[src/hw/main_clock_unit_regs.svh]
`ifndef MAIN_CLOCK_UNIT_REGS_SVH
`define MAIN_CLOCK_UNIT_REGS_SVH

// Register map; printed offset 0x2e is not a multiple of four, so it is an index
`define CCS_INDEX 8'h2e
`define CCS_ADDR 12'h0b8
`define CCS_RESET 8'h00
`define MODE_INDEX 8'h2f
`define MODE_ADDR 12'h0bc

// Field positions in clock_control_status
`define CCS_CLKOUT_BIT 7
`define CCS_PRESC_HI 6
`define CCS_PRESC_LO 5
`define CCS_SLOW_BIT 4
`define CCS_TB_HI 3
`define CCS_TB_LO 2
`define CCS_IRQEN_BIT 1
`define CCS_FLAG_BIT 0

// Timebase periods in oscillator cycles
`define TB_PERIOD_0 18'd16000
`define TB_PERIOD_1 18'd32000
`define TB_PERIOD_2 18'd80000
`define TB_PERIOD_3 18'd200000

`endif

[src/hw/main_clock_unit_pkg.sv]
package main_clock_unit_pkg;

	typedef enum logic [1:0] {
		PWR_RUN,
		PWR_WAIT,
		PWR_ACTIVE_HALT,
		PWR_HALT
	} power_state_t;

	typedef struct packed {
		logic clock_out_select;
		logic [1:0] core_prescale_sel;
		logic slow_speed_select;
		logic [1:0] timebase_select;
		logic tick_irq_enable;
		logic tick_irq_flag;
	} ccs_t;

endpackage

[src/hw/main_clock_unit.sv]
// The implementer's own choice: the AXI4-Lite register port.
`timescale 1ns/1ps
// Summary of operation
// - Prescale field selects divide by 2,4,8,16.
// - Slow bit zero gives undivided core clock.
// - Clock-out bit drives oscillator clock / 2 to pin.
// - Timebase field selects 16k/32k/80k/200k cycles.
// - New timebase applies at end of period.
// - Flag set each time period elapses, except in active halt.
// - Register read clears flag, writes do not.
// - Interrupt needs enable and unmasked core.
// - Halt with enable set enters active halt.
// - Wait keeps running; tick wakes from wait.
// - Active halt: counter runs, registers frozen.
// - Full halt freezes counter and registers.
// - Tick wakes wait and active halt, not halt.
// - Reset loads register with zero.
// - Prescaler, clock-out, timebase work independently.
`include "main_clock_unit_regs.svh"

module main_clock_unit
	import main_clock_unit_pkg::*;
#(
	parameter int unsigned TB_P0 = 16000,
	parameter int unsigned TB_P1 = 32000,
	parameter int unsigned TB_P2 = 80000,
	parameter int unsigned TB_P3 = 200000
) (
	input wire logic clk_i,
	input wire logic reset_i,
	input wire logic clk_en_i,
	// AXI4-Lite slave
	input wire logic [11:0] s_axi_awaddr,
	input wire logic s_axi_awvalid,
	output logic s_axi_awready,
	input wire logic [31:0] s_axi_wdata,
	input wire logic [3:0] s_axi_wstrb,
	input wire logic s_axi_wvalid,
	output logic s_axi_wready,
	output logic [1:0] s_axi_bresp,
	output logic s_axi_bvalid,
	input wire logic s_axi_bready,
	input wire logic [11:0] s_axi_araddr,
	input wire logic s_axi_arvalid,
	output logic s_axi_arready,
	output logic [31:0] s_axi_rdata,
	output logic [1:0] s_axi_rresp,
	output logic s_axi_rvalid,
	input wire logic s_axi_rready,
	// Core side
	input wire logic halt_exec_i,
	input wire logic wait_exec_i,
	input wire logic halt_wakeup_i,
	input wire logic awu_halt_i,
	input wire logic core_irq_masked_i,
	output logic core_clk_en_o,
	output logic clock_out_o,
	output logic clock_out_oe_o,
	output logic tick_irq_o,
	output logic [1:0] power_state_o
);

	ccs_t ccs_q;
	power_state_t pwr_q;
	logic [17:0] tb_cnt_q;
	logic [1:0] tb_active_q;
	logic [3:0] div_cnt_q;
	logic aw_q, w_q;
	logic [11:0] awaddr_q;
	logic [7:0] wdata_q;
	logic wstrb0_q;

	logic regs_run, cnt_run, tb_end, rd_clear, wr_fire, rd_fire;
	logic [17:0] tb_limit;
	logic [3:0] div_mask;

	// ----------------------------------------
	// Power mode gating
	// ----------------------------------------
	assign regs_run = clk_en_i && (pwr_q == PWR_RUN || pwr_q == PWR_WAIT);
	assign cnt_run = clk_en_i && pwr_q != PWR_HALT;

	always_ff @(posedge clk_i) begin
		if (reset_i) begin
			pwr_q <= PWR_RUN;
		end else if (clk_en_i) begin
			unique case (pwr_q)
				PWR_RUN: begin
					if (halt_exec_i) begin
						pwr_q <= ccs_q.tick_irq_enable ? PWR_ACTIVE_HALT : PWR_HALT;
					end else if (wait_exec_i) begin
						pwr_q <= PWR_WAIT;
					end
				end
				PWR_WAIT: begin
					if (tick_irq_o || halt_wakeup_i) begin
						pwr_q <= PWR_RUN;
					end
				end
				PWR_ACTIVE_HALT: begin
					if (tb_end || halt_wakeup_i) begin
						pwr_q <= PWR_RUN;
					end
				end
				PWR_HALT: begin
					if (halt_wakeup_i) begin
						pwr_q <= PWR_RUN;
					end
				end
			endcase
		end
	end

	// ----------------------------------------
	// Timebase counter
	// ----------------------------------------
	always_comb begin
		unique case (tb_active_q)
			2'b00: tb_limit = 18'(TB_P0);
			2'b01: tb_limit = 18'(TB_P1);
			2'b10: tb_limit = 18'(TB_P2);
			2'b11: tb_limit = 18'(TB_P3);
		endcase
	end

	assign tb_end = cnt_run && tb_cnt_q == tb_limit - 18'd1;

	always_ff @(posedge clk_i) begin
		if (reset_i) begin
			tb_cnt_q <= 18'd0;
			tb_active_q <= 2'b00;
		end else if (cnt_run) begin
			if (tb_end) begin
				tb_cnt_q <= 18'd0;
				tb_active_q <= ccs_q.timebase_select;
			end else begin
				tb_cnt_q <= tb_cnt_q + 18'd1;
			end
		end
	end

	// ----------------------------------------
	// Core clock prescaler and clock-out
	// ----------------------------------------
	always_comb begin
		unique case (ccs_q.core_prescale_sel)
			2'b00: div_mask = 4'h1;
			2'b01: div_mask = 4'h3;
			2'b10: div_mask = 4'h7;
			2'b11: div_mask = 4'hf;
		endcase
	end

	// Free-running divider so the prescaler never disturbs the timebase
	always_ff @(posedge clk_i) begin
		if (reset_i) begin
			div_cnt_q <= 4'h0;
			core_clk_en_o <= 1'b0;
		end else if (clk_en_i) begin
			div_cnt_q <= div_cnt_q + 4'h1;
			if (!ccs_q.slow_speed_select) begin
				core_clk_en_o <= 1'b1;
			end else begin
				core_clk_en_o <= (div_cnt_q & div_mask) == div_mask;
			end
		end
	end

	// Clock-out is a clk/2 square wave, the fastest one flop can make
	always_ff @(posedge clk_i) begin
		if (reset_i) begin
			clock_out_o <= 1'b0;
			clock_out_oe_o <= 1'b0;
		end else if (clk_en_i) begin
			clock_out_oe_o <= ccs_q.clock_out_select;
			clock_out_o <= ccs_q.clock_out_select & ~clock_out_o;
		end
	end

	// ----------------------------------------
	// AXI4-Lite slave
	// ----------------------------------------
	assign wr_fire = aw_q && w_q && !s_axi_bvalid;
	assign rd_fire = s_axi_arvalid && s_axi_arready;
	assign rd_clear = rd_fire && s_axi_araddr[11:2] == `CCS_ADDR >> 2;

	always_ff @(posedge clk_i) begin
		if (reset_i) begin
			aw_q <= 1'b0;
			w_q <= 1'b0;
			awaddr_q <= 12'h000;
			wdata_q <= 8'h00;
			wstrb0_q <= 1'b0;
			s_axi_awready <= 1'b0;
			s_axi_wready <= 1'b0;
			s_axi_bvalid <= 1'b0;
			s_axi_bresp <= 2'b00;
		end else if (clk_en_i) begin
			s_axi_awready <= !aw_q && !s_axi_awready;
			s_axi_wready <= !w_q && !s_axi_wready;
			if (s_axi_awvalid && s_axi_awready) begin
				aw_q <= 1'b1;
				awaddr_q <= s_axi_awaddr;
				s_axi_awready <= 1'b0;
			end
			if (s_axi_wvalid && s_axi_wready) begin
				w_q <= 1'b1;
				wdata_q <= s_axi_wdata[7:0];
				wstrb0_q <= s_axi_wstrb[0];
				s_axi_wready <= 1'b0;
			end
			if (wr_fire) begin
				s_axi_bvalid <= 1'b1;
				s_axi_bresp <= (awaddr_q[11:2] == `CCS_ADDR >> 2 ||
					awaddr_q[11:2] == `MODE_ADDR >> 2) ? 2'b00 : 2'b10;
			end
			if (s_axi_bvalid && s_axi_bready) begin
				s_axi_bvalid <= 1'b0;
				aw_q <= 1'b0;
				w_q <= 1'b0;
			end
		end
	end

	always_ff @(posedge clk_i) begin
		if (reset_i) begin
			s_axi_arready <= 1'b0;
			s_axi_rvalid <= 1'b0;
			s_axi_rdata <= 32'h0000_0000;
			s_axi_rresp <= 2'b00;
		end else if (clk_en_i) begin
			s_axi_arready <= !s_axi_rvalid && !s_axi_arready && !rd_fire;
			if (rd_fire) begin
				s_axi_arready <= 1'b0;
				s_axi_rvalid <= 1'b1;
				s_axi_rresp <= 2'b00;
				if (s_axi_araddr[11:2] == `CCS_ADDR >> 2) begin
					s_axi_rdata <= {24'h00_0000, ccs_q};
				end else if (s_axi_araddr[11:2] == `MODE_ADDR >> 2) begin
					s_axi_rdata <= {30'h0000_0000, pwr_q};
				end else begin
					s_axi_rdata <= 32'h0000_0000;
					s_axi_rresp <= 2'b10;
				end
			end else if (s_axi_rvalid && s_axi_rready) begin
				s_axi_rvalid <= 1'b0;
			end
		end
	end

	// ----------------------------------------
	// Control/status register
	// ----------------------------------------
	always_ff @(posedge clk_i) begin
		if (reset_i) begin
			ccs_q <= ccs_t'(`CCS_RESET);
		end else if (regs_run) begin
			if (wr_fire && wstrb0_q && awaddr_q[11:2] == `CCS_ADDR >> 2) begin
				ccs_q[7:1] <= wdata_q[7:1];
			end
			// Set wins over the read-clear
			if (tb_end) begin
				ccs_q.tick_irq_flag <= 1'b1;
			end else if (rd_clear) begin
				ccs_q.tick_irq_flag <= 1'b0;
			end
		end
	end

	// ----------------------------------------
	// Interrupt request and mode status
	// ----------------------------------------
	always_ff @(posedge clk_i) begin
		if (reset_i) begin
			tick_irq_o <= 1'b0;
			power_state_o <= 2'b00;
		end else if (clk_en_i) begin
			tick_irq_o <= ccs_q.tick_irq_flag && ccs_q.tick_irq_enable && !core_irq_masked_i;
			power_state_o <= pwr_q;
		end
	end

	// awu_halt_i: ignored; auto-wakeup halt enters active or full halt by tick_irq_enable, like any halt
	logic awu_unused;
	assign awu_unused = awu_halt_i;

endmodule

[config.mk]
export PLATFORM = sky130hd
export DESIGN_NAME = main_clock_unit
export DESIGN_NICKNAME = d
export VERILOG_FILES = /design/src/hw/main_clock_unit_pkg.sv /design/src/hw/main_clock_unit.sv
export VERILOG_INCLUDE_DIRS = /design/src /design/src/hw
export SDC_FILE = /design/constraint.sdc
export NUM_CORES = 1
export LEC_CHECK = 0
export ABC_CLOCK_PERIOD_IN_PS = 3500
export BUFFER_PORTS_ARGS = -buffer_cell sky130_fd_sc_hd__buf_2
export CORE_ASPECT_RATIO = 1.5
export CORE_UTILIZATION = 56
export CTS_BUF_LIST = sky130_fd_sc_hd__clkbuf_4
export CTS_CLUSTER_DIAMETER = 60
export DETAILED_ROUTE_END_ITERATION = 12
export PLACE_DENSITY_LB_ADDON = 0.2
export SLEW_MARGIN = 5
export SYNTH_ARGS = -nofsm -noshare
export SYNTH_HDL_FRONTEND = slang
export SYNTH_SLANG_ARGS = --single-unit
[constraint.sdc]
create_clock -name clk_i -period 3.5 [get_ports clk_i]
set_input_delay 0.7 -clock clk_i [delete_from_list [all_inputs] [get_ports clk_i]]
set_output_delay 0.7 -clock clk_i [all_outputs]
set_load 0.02 [all_outputs]
Yosys cells after proc, flatten, opt, wreduce, memory -nomap -nowiden
Index checks and enable logic that the tools add are counted.
{"block": "op_classes", "bitwise": 3, "eq_ne": 20, "n_mux": 29, "reduce_logical": 52, "add_sub_neg": 3}
{"operator": "case mux 18 bit (4 select lines)", "n": 1}
{"operator": "== test 10 x 6 -> 1 bit, second input constant", "n": 4}
{"operator": "AND reduction 2 bit", "n": 11}
{"operator": "logical AND 1 bit", "n": 19}
{"operator": "adder 18 x 1 -> 18 bit, second input constant", "n": 1}
{"operator": "== test 18 bit", "n": 1}
{"operator": "two-way mux 18 bit", "n": 1}
{"operator": "two-way mux 2 bit", "n": 9}
{"operator": "subtractor 18 x 1 -> 18 bit, second input constant", "n": 1}
{"operator": "case mux 4 bit (4 select lines)", "n": 1}
{"operator": "two-way mux 1 bit", "n": 15}
{"operator": "== test 2 bit, second input constant", "n": 6}
{"operator": "nonzero test 2 bit", "n": 5}
{"operator": "zero test 1 bit", "n": 9}
{"operator": "two-way mux 8 bit", "n": 1}
{"operator": "case mux 2 bit (4 select lines)", "n": 1}
{"operator": "== test 2 x 1 -> 1 bit, second input constant", "n": 3}
{"operator": "zero test 2 bit", "n": 3}
{"operator": "inequality test 2 bit, second input constant", "n": 3}
{"operator": "AND reduction 5 bit", "n": 1}
{"operator": "adder 4 x 1 -> 4 bit, second input constant", "n": 1}
{"operator": "AND 4 bit", "n": 1}
{"operator": "== test 4 bit", "n": 1}
{"operator": "logical OR 1 bit", "n": 4}
{"operator": "4 further kinds", "n": 4}
{"block": "totals", "reg_bits": 104, "out_inout_bits": 47, "input_bits": 73}

Depth between registers and ports, before layout
Gate-level depths: netlist (run 1).
{"block": "depth", "ltp_word": 8, "depth_mapped": 7, "ltp_nobuf": 6}

Worst setup path before layout (run 1)
Ideal clock, no wire load.
{"block": "synth_path", "path_type": "in2reg", "from": "input clk_en_i", "to": "register tb_cnt_q[9]", "arrival_ns": 2.085, "setup_time_ns": 0.115, "setup_slack_ns": 1.300, "required_ns": 3.385, "cell_stages": 7, "cell_sequence": "buf_4 > a21bo_4 > or3_1 > buf_6 > o31ai_4 > buf_6 > nor2_1"}
{"block": "synth_between", "elab_chain_cells": 3}
{"element": "start, declared", "line_no": "main_clock_unit.sv:31", "source": "input wire logic clk_en_i,"}
{"element": "logical AND 1 bit (*)", "line_no": "main_clock_unit.sv:81", "source": "assign cnt_run = clk_en_i && pwr_q != PWR_HALT;"}
{"element": "logical AND 1 bit", "line_no": "main_clock_unit.sv:126", "source": "assign tb_end = cnt_run && tb_cnt_q == tb_limit - 18'd1;"}
{"element": "two-way mux 18 bit", "line_no": "main_clock_unit.sv:133", "source": "if (tb_end) begin"}
{"element": "end signal, assigned", "line_no": "main_clock_unit.sv:137", "source": "tb_cnt_q <= tb_cnt_q + 18'd1;"}
{"element": "end, declared", "line_no": "main_clock_unit.sv:65", "source": "logic [17:0] tb_cnt_q;"}
Mark *: on every way between the ends. The rest lies on a longest branch, timed or not.
A chain may end at the register's enable or synchronous reset.

Worst setup path after layout (run 1)
{"block": "layout_path", "from": "input clk_en_i", "to": "register ccs_q[4] in the netlist's numbering"}
{"block": "layout_between", "elab_chain_cells": 2}
{"element": "logical AND 1 bit", "line_no": "main_clock_unit.sv:80", "source": "assign regs_run = clk_en_i && (pwr_q == PWR_RUN || pwr_q == PWR_WAIT);"}
{"element": "AND reduction 2 bit (no source line)"}
{"element": "end signal, assigned", "line_no": "main_clock_unit.sv:256", "source": "ccs_q <= ccs_t'(`CCS_RESET);"}
{"element": "end, declared", "line_no": "main_clock_unit.sv:63", "source": "ccs_t ccs_q;"}
Every way passes these cells.

==> results.yml, run 1 <==
status:
  outcome: "completed"
routing:
  drc: 0
  vias: 2857
  drtIter0Drc: 123
  vias_per_cell: 5.34
  wl_per_cell_um: 13.2
  ant_nets: 0
  drt-pass1-iter-count: 5
  wl_mm: 7.04
placement:
  dp_slack_ns: 0.747
  dpl.hpwl_mm: 4.99
  gp_congestion: 0.814
  dp.cells: 519
  portBuffers: 60
grt:
  globalRouteMet2Util_pct: 41.4
  grt_util_met3_pct: 6.89
  grt_start_max_net_pins: 32
  grt_use_total_pct: 23.6
  first_global_vias: 2644
  grt_antenna_before_repair: 0
  busiest_layer: "met2"
  grt_first_pass_wirelength_mm: 11.8
  use_met1_pct: 26.5
  overflow: 0
logic_synthesis:
  yosys.area.top_type_share_pct: 43.4
  ys_async_sr_fraction_pct: 0
  dominantRegCellSynth: "dfxtp_1"
  synth.avg_cell_area_um2: 8.56
  synth_seq_cells: 75
  synth_area_leaders: "dfxtp_1 43%, nand2_1 6.7%, buf_4 5.9%, nor2_1 5.0%, a21oi_1 4.6%"
  netlist_area_um2: 3460
  yosysUniqueCellTypes: 56
  synth_top_area_cell: "dfxtp_1"
  synth-edff-count: 0
  synthCells: 404
  yosysWarnings: 0
  synth_seq_area_share_pct: 43.4
power_and_ir_drop:
  total_power_w: 0.00177
  power.density_nw_per_um2: 455
  ir_drop_mv: 0.437
  leakage_nw: 1.57
timing:
  rsz0062_at_grt: "false"
  fin_crit_sh_pct: 67.2
  final-setup-viol-count: 0
  tightest_slew_ns: 1.04
  slew_headroom_pct: 30.1
  fin_ws_ns: 1.15
  hold_viol: 0
  min_period_ns: 2.35
  finalSetupTns_ns: 0
  max_freq_mhz: 425
  finalClockSkew_ns: 0.0167
  drv_slew: 0
worst_hold_path:
  min_path_type: "register to register"
critical_path:
  cp-end-kind: "register"
  critPathLaunchType: "input pin"
  setup.worst_path.class: "input pin to register"
  critical_path_peak_fanout: 18
  crit_required_ns: 3.79
  cp.arrival_ns: 2.64
floorplanning:
  core_area_um2: 5870
  rows: 34
  io_pins: 120
  die-area_um2: 6500
  start_util_pct: 58.9
  chipHeight_um: 98.3
  die_w_um: 66.2
layout:
  fill_cells: 525
  layoutNonFillerInstCount: 535
  area_growth_pct: 12.3
  drive_above_1_share_pct: 19.0
  fin_nets: 533
  antennaDiodeCount: 0
cts:
  numCtsBuffers: 9
  cts.sinks: 75
  insertion_delay_ns: 0.41
  cts_setup_buffers: 0
  cts.htree.levels: 3
  cts_tree: "built"
  clk_pin_slew_ns: 0.12
  ctsHoldBuffers: 0
  root_buffer: "clkbuf_4"
  cts_resized: 0
  max-clock-path-buffers: 2
job:
  max_cap_violations: 0
[synthesized netlist by cell type (2+ instances only)]
cell type and n:
or3_1 3, buf_4 27, xor2_1 10, nor4b_1 2, nor2b_1 2, nand2_1 62, clkbuf_1 14, buf_6 2
nand4b_1 2, a32oi_1 3, a31oi_1 3, nor3_1 10, a22oi_1 6, or4_1 2, clkbuf_2 2, mux2_2 2
a21oi_1 32, xnor2_1 8, nand3_1 8, nand3b_1 4, inv_1 10, nand4_1 8, o21a_1 3, o22ai_1 2
mux2i_1 14, nor2_1 46, ha_1 2, dfxtp_1 75, o21ai_0 5, nor4_4 2, and3_1 5, nor4_1 4
[cells by family after synthesis]
kind of cell    Yosys count  synth area share [%]
fa+ha+maj                 2                 0.723
mux                      16                  4.70
xor+xnor                 18                  4.56
buf+inv                  56                  9.55
simple gates            171                  24.7
compound gates           65                  12.2
other cells               1                 0.108
flops                    75                  43.4
[worst max-delay path, cell delays in order]
cell	delay [ns]
buf_2	0.18
buf_4	0.27
nor2b_1	0.36
nand3b_1	0.18
nor4_4	0.63
mux2i_1	0.27
nor2_1	0.05
[registers in the layout (all words and copies together) (netlist names), 2 cells and up]
| register | flops |
|---|---|
| awaddr_q | 10 |
| ccs_q | 8 |
| div_cnt_q | 4 |
| power_state_o | 2 |
| pwr_q | 2 |
| s_axi_rdata | 8 |
| tb_active_q | 2 |
| tb_cnt_q | 18 |
| wdata_q | 7 |
[metrics by stage]
step                instance area (um2)  hold slack [ns]  utilization (%)
detailed placement                 3680            0.447             62.7
finish                             3880            0.462             66.2
global placement                   3680            0.439             62.7
floorplan                          3550            0.431                -
global route                       3880            0.475             66.2
CTS                                3880            0.464             66.2
[per-layer routing]
metal	up-vias	routed length [um]	part of all wire (%)
met2	70	3710	53
met1	1329	2950	42
met4	0	106	1.5
met5	-	0	0
met3	10	277	3.9
li1	1448	-	-
[report_power, final]
group / total, W / switching [W] / leakage (nW) / internal (W)
clock network: 0.000725 / 0.000288 / 0.106 / 0.000438
logic: 0.000145 / 0.0000945 / 0.854 / 0.0000506
registers: 0.000897 / 0.0000233 / 0.608 / 0.000874
total: 0.00177 / 0.000405 / 1.57 / 0.00136
[path summary, 6_finish.rpt]
| path | end | slack [ns] | depth (start not counted) | startpoint |
|---|---|---|---|---|
| hold reg to reg | wdata_q[5]$_SDFFE_PP0P_ | 0.46 | 2 | wdata_q[5]$_SDFFE_PP0P_ |
| setup reg to reg | tb_cnt_q[1]$_SDFFE_PP0P_ | 1.23 | 5 | tb_cnt_q[6]$_SDFFE_PP0P_ |
| setup / recovery | ccs_q[4]$_SDFFE_PP0P_ | 1.15 | 7 | clk_en_i |
| hold / removal | wdata_q[5]$_SDFFE_PP0P_ | 0.46 | 2 | wdata_q[5]$_SDFFE_PP0P_ |
[placed cells by master, fill, tap and decap left out, types with 2 or more instances in the layout]
master,n
or4_1,2
buf_2,60
nor4b_1,2
nand4b_1,2
nor3_1,10
o22ai_1,2
clkinv_1,2
a21oi_1,32
nand3b_1,4
nor2_1,46
dfxtp_1,75
nor4_4,2
mux2_2,2
a31oi_1,3
nand4_1,8
bufinv_16,4
xor2_1,10
o21a_1,3
and3_1,5
inv_1,10
o21ai_0,5
nor2b_1,2
conb_1,26
buf_4,4
ha_1,2
or3_1,3
xnor2_1,8
clkbuf_4,10
a22oi_1,6
nor4_1,4
a32oi_1,3
nand2_1,62
mux2i_1,14
nand3_1,8
[final cells by class]
| cell class | count | area (um2) | area share (%) |
|---|---|---|---|
| clock buffers | 10 | 75.1 | 1.93 |
| clock inverters | 6 | 128 | 3.29 |
| inverters | 10 | 37.5 | 0.966 |
| multi-input cells | 298 | 1720 | 44.3 |
| flip-flops and latches | 75 | 1500 | 38.7 |
| well taps | 72 | 90.1 | 2.32 |
| repair buffers | 64 | 330 | 8.51 |
(Power assumes the default switching activity.)
==> inputs of run 2 (changes only) <==
--- a/config.mk
+++ b/config.mk
@@ -6,10 +6,11 @@
 export SDC_FILE = /design/constraint.sdc
 export NUM_CORES = 1
 export LEC_CHECK = 0
-export ABC_CLOCK_PERIOD_IN_PS = 3500
+export ABC_AREA = 1
+export ABC_CLOCK_PERIOD_IN_PS = 2230
 export BUFFER_PORTS_ARGS = -buffer_cell sky130_fd_sc_hd__buf_2
 export CORE_ASPECT_RATIO = 1.5
-export CORE_UTILIZATION = 56
+export CORE_UTILIZATION = 52
 export CTS_BUF_LIST = sky130_fd_sc_hd__clkbuf_4
 export CTS_CLUSTER_DIAMETER = 60
 export DETAILED_ROUTE_END_ITERATION = 12
==> constraint.sdc (replaced) <==
create_clock -name clk_i -period 2.23 [get_ports clk_i]
set_input_delay 0.446 -clock clk_i [delete_from_list [all_inputs] [get_ports clk_i]]
set_output_delay 0.446 -clock clk_i [all_outputs]
set_load 0.02 [all_outputs]
==> run 2 against run 1 <==
Compared with the run above:
- final area up 1.8%
- via count up 13%
- setup slack worse by 0.74 ns
- first-iteration DRC count up 20%
- worst hold slack worse by 0.18 ns
- utilization down 5.2 points
- sequential power up 56%
- global-route usage about the same
- routed wire length up 11%
- critical endpoint is now tb_cnt_q[5]$_SDFFE_PP0P_
- largest cell class unchanged
==> results.yml, run 2 <==
cts:
  ctsHoldBuffers: 0
  root_buffer: "clkbuf_4"
  cts.sinks: 75
  cts_tree: "built"
  max-clock-path-buffers: 2
  cts.htree.levels: 3
  cts_setup_buffers: 0
  insertion_delay_ns: 0.41
  cts_resized: 0
  clk_pin_slew_ns: 0.11
  numCtsBuffers: 9
critical_path:
  cp.arrival_ns: 2.14
  critical_path_peak_fanout: 9
  critPathSlowestCell: "dfxtp_1"
  slowest_delay_ns: 0.39
  critPathLaunchType: "register"
  path_buf_inv: 2
  crit_required_ns: 2.55
  cp_top_family: "simple AND/OR/NAND/NOR gates"
  setup.worst_path.class: "register to register"
  cp-end-kind: "register"
  path_cells: "ha_1 > nand2_1 > nor2_1 > nand3_2 > nor2_1 > nand3_2 > nand2_2 > inv_2 > o211ai_1 > inv_1"
timing:
  max_freq_mhz: 550
  final-setup-viol-count: 0
  min_period_ns: 1.82
  drv_slew: 0
  rsz0062_at_grt: "false"
  hold_viol: 0
  finalSetupTns_ns: 0
  finalClockSkew_ns: 0.00899
  fin_crit_sh_pct: 81.6
grt:
  overflow: 0
  grt_antenna_before_repair: 0
  grt_start_max_net_pins: 30
  grt_first_pass_wirelength_mm: 12.3
  first_global_vias: 2886
  grt_use_total_pct: 23.6
placement:
  place_area_um2: 3810
  gp_congestion: 0.817
  portBuffers: 60
  dpl.hpwl_mm: 6.01
  dp.cells: 621
floorplanning:
  io_pins: 120
  start_util_pct: 53.7
  chipHeight_um: 102
  rows: 36
  die-area_um2: 7040
  core_area_um2: 6490
  die_w_um: 68.9
routing:
  drt-pass1-iter-count: 4
  wl_per_cell_um: 12.2
  drc: 0
  vias_per_cell: 5.06
  wl_mm: 7.79
  ant_nets: 0
  vias: 3220
  drtIter0Drc: 147
logic_synthesis:
  yosysUniqueCellTypes: 33
  synth_common_cells: "95 x nand2_1, 75 x dfxtp_1, 54 x a21oi_1, 52 x nor2_1, 47 x inv_1"
  synth.most_common_cell: "nand2_1"
  synth_top_area_cell: "dfxtp_1"
  synth_area_leaders: "dfxtp_1 43%, nand2_1 10%, a21oi_1 7.8%, buf_4 5.6%, nor2_1 5.6%"
  synth-edff-count: 0
  ys_async_sr_fraction_pct: 0
  synth_seq_area_share_pct: 43.1
  synthCells: 488
  dominantRegCellSynth: "dfxtp_1"
  synth_seq_cells: 75
  netlist_area_um2: 3490
  yosysWarnings: 0
  synth.avg_cell_area_um2: 7.14
  yosys.area.top_type_share_pct: 43.1
power_and_ir_drop:
  leakage_nw: 1.69
  clockPowerShare_pct: 34.9
  seq_power_share_pct: 54.7
  power.density_nw_per_um2: 649
  internal_power_w: 0.00191
  pwr-share-comb_pct: 10.3
  ir_drop_mv: 0.472
  switching_share_pct: 25.7
  p_switching_w: 0.000661
layout:
  fin_nets: 631
  largestRegisters: "tb_cnt_q: 18 flops, awaddr_q: 10 flops"
  largest_reg_flops: 18
  layout_common_cells: "95 x nand2_1, 75 x dfxtp_1, 60 x buf_2"
  final_area_um2: 3960
  drive_above_1_share_pct: 17.1
  layoutNonFillerInstCount: 636
  final_common_cell: "nand2_1"
  finish.utilization_pct: 61.0
  antennaDiodeCount: 0
  area_growth_pct: 13.5
  top_register: "tb_cnt_q"
status:
  outcome: "completed"
worst_hold_path:
  min_path_type: "input pin to register"
job:
  max_cap_violations: 0
run 2: cell types whose count changed in the layout (fill, tap and decap cells not counted), sizes merged, moves of 5 or more:
cell	delta
inv	+39
nand2	+35
o21ai	+34
nand3	+28
a21oi	+23
mux2i	-14
nor2	+9
buf	+7
xnor2	-7
a22oi	-6
nor4	-6
xor2	-6
a211oi	+5
run 2: area by class of cell:
| cell class | count | area, um2 |
|---|---|---|
| Fill cell | 626 | 2530 |
| Multi-Input combinational cell | 349 | 1640 |
| Sequential cell | 75 | 1500 |
| Timing Repair Buffer | 71 | 383 |
| Inverter | 50 | 188 |
| Tap cell | 76 | 95.1 |
| Clock inverter | 6 | 81.3 |
| Clock buffer | 9 | 67.6 |
run 2: worst paths after layout:
kind | startpoint | end | slack, ns | depth (start not counted)
min | s_axi_awaddr[5] | awaddr_q[5]$_SDFFE_PP0P_ | 0.28 | 3
max | tb_cnt_q[0]$_SDFFE_PP0P_ | tb_cnt_q[5]$_SDFFE_PP0P_ | 0.41 | 10
max reg2reg | tb_cnt_q[0]$_SDFFE_PP0P_ | tb_cnt_q[5]$_SDFFE_PP0P_ | 0.41 | 10
min reg2reg | div_cnt_q[3]$_SDFFE_PP0P_ | div_cnt_q[3]$_SDFFE_PP0P_ | 0.45 | 1
run 2: per-stage QoR:
stage          hold slack, ns  worst slack (ns)  power (W)
3_3_place_gp            0.438             0.481    0.00169
6_report                0.284             0.410    0.00257
4_1_cts                 0.268             0.410    0.00258
3_5_place_dp            0.444             0.433    0.00170
5_1_grt                 0.267             0.272    0.00269
2_1_floorplan           0.417             0.761    0.00164
run 2: worst register-to-register path, stage by stage (launching register included):
cell,delay [ns]
dfxtp_1,0.39
ha_1,0.19
nand2_1,0.06
nor2_1,0.17
nand3_2,0.14
nor2_1,0.17
nand3_2,0.16
nand2_2,0.23
inv_2,0.10
o211ai_1,0.09
inv_1,0.05
run 2: power by group through the flow:
stage / sequential (W) / combinational [W] / clock [W]
finish: 0.00140 / 0.000265 / 0.000897
global route: 0.00141 / 0.000298 / 0.000979
CTS: 0.00140 / 0.000266 / 0.000914
detailed placement: 0.00143 / 0.000265 / 0
global placement: 0.00143 / 0.000259 / 0
floorplan: 0.00145 / 0.000193 / 0
run 2: logic make-up (layout without fill, tap and decap cells):
group,Yosys count,in the layout,synth area share (%)
AOI/OAI and AO/OA,105,105,16.1
buffers and inverters,89,136,12.6
adders and majority gates,2,2,0.718
DFF,75,75,43.1
and+or+nand+nor,211,211,26.2
xor gates and xnor gates,5,5,1.26
other,1,26,0.108
run 2: metal layers:
metal | GRT usage (%) | routed length, um
met5 | 0 | 0
met4 | 10.2 | 170
met3 | 3.68 | 240
met2 | 43.2 | 4210
met1 | 25.7 | 3170
==> inputs of run 3 (changes only) <==
--- a/config.mk
+++ b/config.mk
@@ -7,10 +7,10 @@
 export NUM_CORES = 1
 export LEC_CHECK = 0
 export ABC_AREA = 1
-export ABC_CLOCK_PERIOD_IN_PS = 2230
+export ABC_CLOCK_PERIOD_IN_PS = 1580
 export BUFFER_PORTS_ARGS = -buffer_cell sky130_fd_sc_hd__buf_2
 export CORE_ASPECT_RATIO = 1.5
-export CORE_UTILIZATION = 52
+export CORE_UTILIZATION = 47
 export CTS_BUF_LIST = sky130_fd_sc_hd__clkbuf_4
 export CTS_CLUSTER_DIAMETER = 60
 export DETAILED_ROUTE_END_ITERATION = 12
==> constraint.sdc (replaced) <==
create_clock -name clk_i -period 1.58 [get_ports clk_i]
set_input_delay 0.316 -clock clk_i [delete_from_list [all_inputs] [get_ports clk_i]]
set_output_delay 0.316 -clock clk_i [all_outputs]
set_load 0.02 [all_outputs]
==> run 3 against run 2 <==
Compared with the run above:
- global-route usage is 1.6 points lower
- sequential share of layout area is 3.0 points lower
- setup slack worse by 0.36 ns
- via count is 2.7% higher
- first-iteration DRC count is 12% lower
- die area is 10% higher
- routed wire length is 2.7% higher
- sequential cell count stayed put
- power is 53% higher
- register-to-register slack worse by 0.36 ns
- highest routed layer unchanged
==> results.yml, run 3 (synthesis gave the netlist of run 2 again) <==
cts:
  cts_tree: "built"
  cts.htree.levels: 3
  root_buffer: "clkbuf_4"
  cts.sinks: 75
  numCtsBuffers: 9
  max-clock-path-buffers: 2
  clk_pin_slew_ns: 0.13
  insertion_delay_ns: 0.43
routing:
  vias_per_cell: 4.85
  drc: 0
  ant_nets: 0
  drtIter0Drc: 129
  wl_per_cell_um: 11.7
  vias: 3308
  wl_mm: 8.00
  drt-pass1-iter-count: 4
floorplanning:
  rows: 38
  chipHeight_um: 107
  core_area_um2: 7230
  start_util_pct: 48.2
  die_w_um: 72.3
  die-area_um2: 7770
  io_pins: 120
grt:
  first_global_vias: 2994
  grt_first_pass_wirelength_mm: 13.2
  overflow: 0
  grt_antenna_before_repair: 0
  grt_start_max_net_pins: 30
  grt_use_total_pct: 22.0
critical_path:
  setup.worst_path.class: "register to register"
  path_cells: "buf_4 > nor2_1 > nand2_1 > nand3_1 > nor2_4 > nand3_4 > nand2_4 > buf_12 > nor3_1"
  critical_path_peak_fanout: 8
  worstRegToRegCells: 9
  reg2reg_from: "tb_active_q[1]$_SDFFE_PP0P_"
  worstReg2RegEnd: "tb_cnt_q[14]$_SDFFE_PP0P_"
  critPathSlowestCell: "dfxtp_2"
  cp-end-kind: "register"
  critPathLaunchType: "register"
  r2r_slack_ns: 0.05
  crit_required_ns: 1.93
  cp.arrival_ns: 1.88
  slowest_delay_ns: 0.37
placement:
  portBuffers: 60
  dpl.hpwl_mm: 6.09
  gp_congestion: 0.856
  place_area_um2: 3960
  dp.cells: 660
layout:
  layout_common_cells: "89 x nand2_1, 69 x dfxtp_1, 60 x buf_2"
  fin_nets: 652
  multi_input_area_um2: 1740
  final_area_um2: 4320
  largestRegisters: "tb_cnt_q: 18 flops, awaddr_q: 10 flops"
  layoutNonFillerInstCount: 682
  area_growth_pct: 24.0
  fill_cells: 709
  largest_reg_flops: 18
  antennaDiodeCount: 0
  final_common_cell: "nand2_1"
  drive_above_1_share_pct: 24.4
  seq_area_um2: 1510
  finish.utilization_pct: 59.8
  top_register: "tb_cnt_q"
timing:
  final-setup-viol-count: 0
  rsz0062_at_grt: "true"
  whs_ns: 0.140
  max_freq_mhz: 654
  finalClockSkew_ns: 0.00848
  fin_crit_sh_pct: 96.8
  min_period_ns: 1.53
  drv_slew: 0
  hold_viol: 0
worst_hold_path:
  worstHoldStart: "s_axi_rready"
  min_delay_path_depth: 4
  min_to: "s_axi_rvalid$_SDFFE_PP0P_"
  min_path_type: "input pin to register"
job:
  max_cap_violations: 0
power_and_ir_drop:
  power.density_nw_per_um2: 910
  total_power_w: 0.00393
  leakage_nw: 1.83
  ir_drop_mv: 0.577
status:
  outcome: "completed"
[run 3: cell type report]
cell class,instances,area share (%)
clock buffers,10,1.74
clock inverters,6,2.60
inverters,50,4.34
multi-input cells,349,40.3
flip-flops and latches,75,35.0
well taps,100,2.89
repair buffers,92,13.1
[run 3: power by group]
part | switching, W | leakage [nW] | internal (W) | total [W]
combinational | 0.000265 | 1.12 | 0.000155 | 0.000420
sequential | 0.0000410 | 0.612 | 0.00194 | 0.00198
clock | 0.000704 | 0.101 | 0.000825 | 0.00153
total | 0.00101 | 1.83 | 0.00292 | 0.00393
[run 3: repair_timing]
item | in CTS | in global routing
buffers inserted | 1 | 5
hold buffers | 0 | 0
setup endpoints to repair | 20 | 24
gates resized for setup | 9 | 31
pin swaps | 3 | 15
[run 3: worst max-delay path: cells and delay by family, from the launching register on]
kind	cells	cell delay, ns
buf+inv	2	0.28
flops	1	0.37
simple gates	7	0.81
[run 3: how the worst max path moves through the flow]
stage	from	endpoint	depth (start not counted)
final	tb_active_q[1]$_SDFFE_PP0P_	tb_cnt_q[14]$_SDFFE_PP0P_	9
after global routing	tb_active_q[1]$_SDFFE_PP0P_	ccs_q[0]$_SDFFE_PP0P_	11
after CTS	tb_active_q[1]$_SDFFE_PP0P_	ccs_q[0]$_SDFFE_PP0P_	9
after detailed placement	tb_cnt_q[0]$_SDFFE_PP0P_	tb_cnt_q[5]$_SDFFE_PP0P_	10
after global placement	tb_cnt_q[0]$_SDFFE_PP0P_	tb_cnt_q[5]$_SDFFE_PP0P_	10
after floorplan	tb_cnt_q[0]$_SDFFE_PP0P_	tb_cnt_q[1]$_SDFFE_PP0P_	9
[run 3: layer usage]
layer / GRT usage (%) / share of wire [%]
met5: 0 / 0
met4: 11.8 / 2.6
met3: 5.06 / 3.9
met2: 39.8 / 54
met1: 22.9 / 40
[run 3: per-stage QoR]
step                TNS [ns]  worst slack, ns
floorplan                  0            0.126
global placement      -0.548          -0.0698
detailed placement    -0.904          -0.0990
CTS                        0          0.00116
global route          -0.333          -0.0689
finish                     0           0.0499
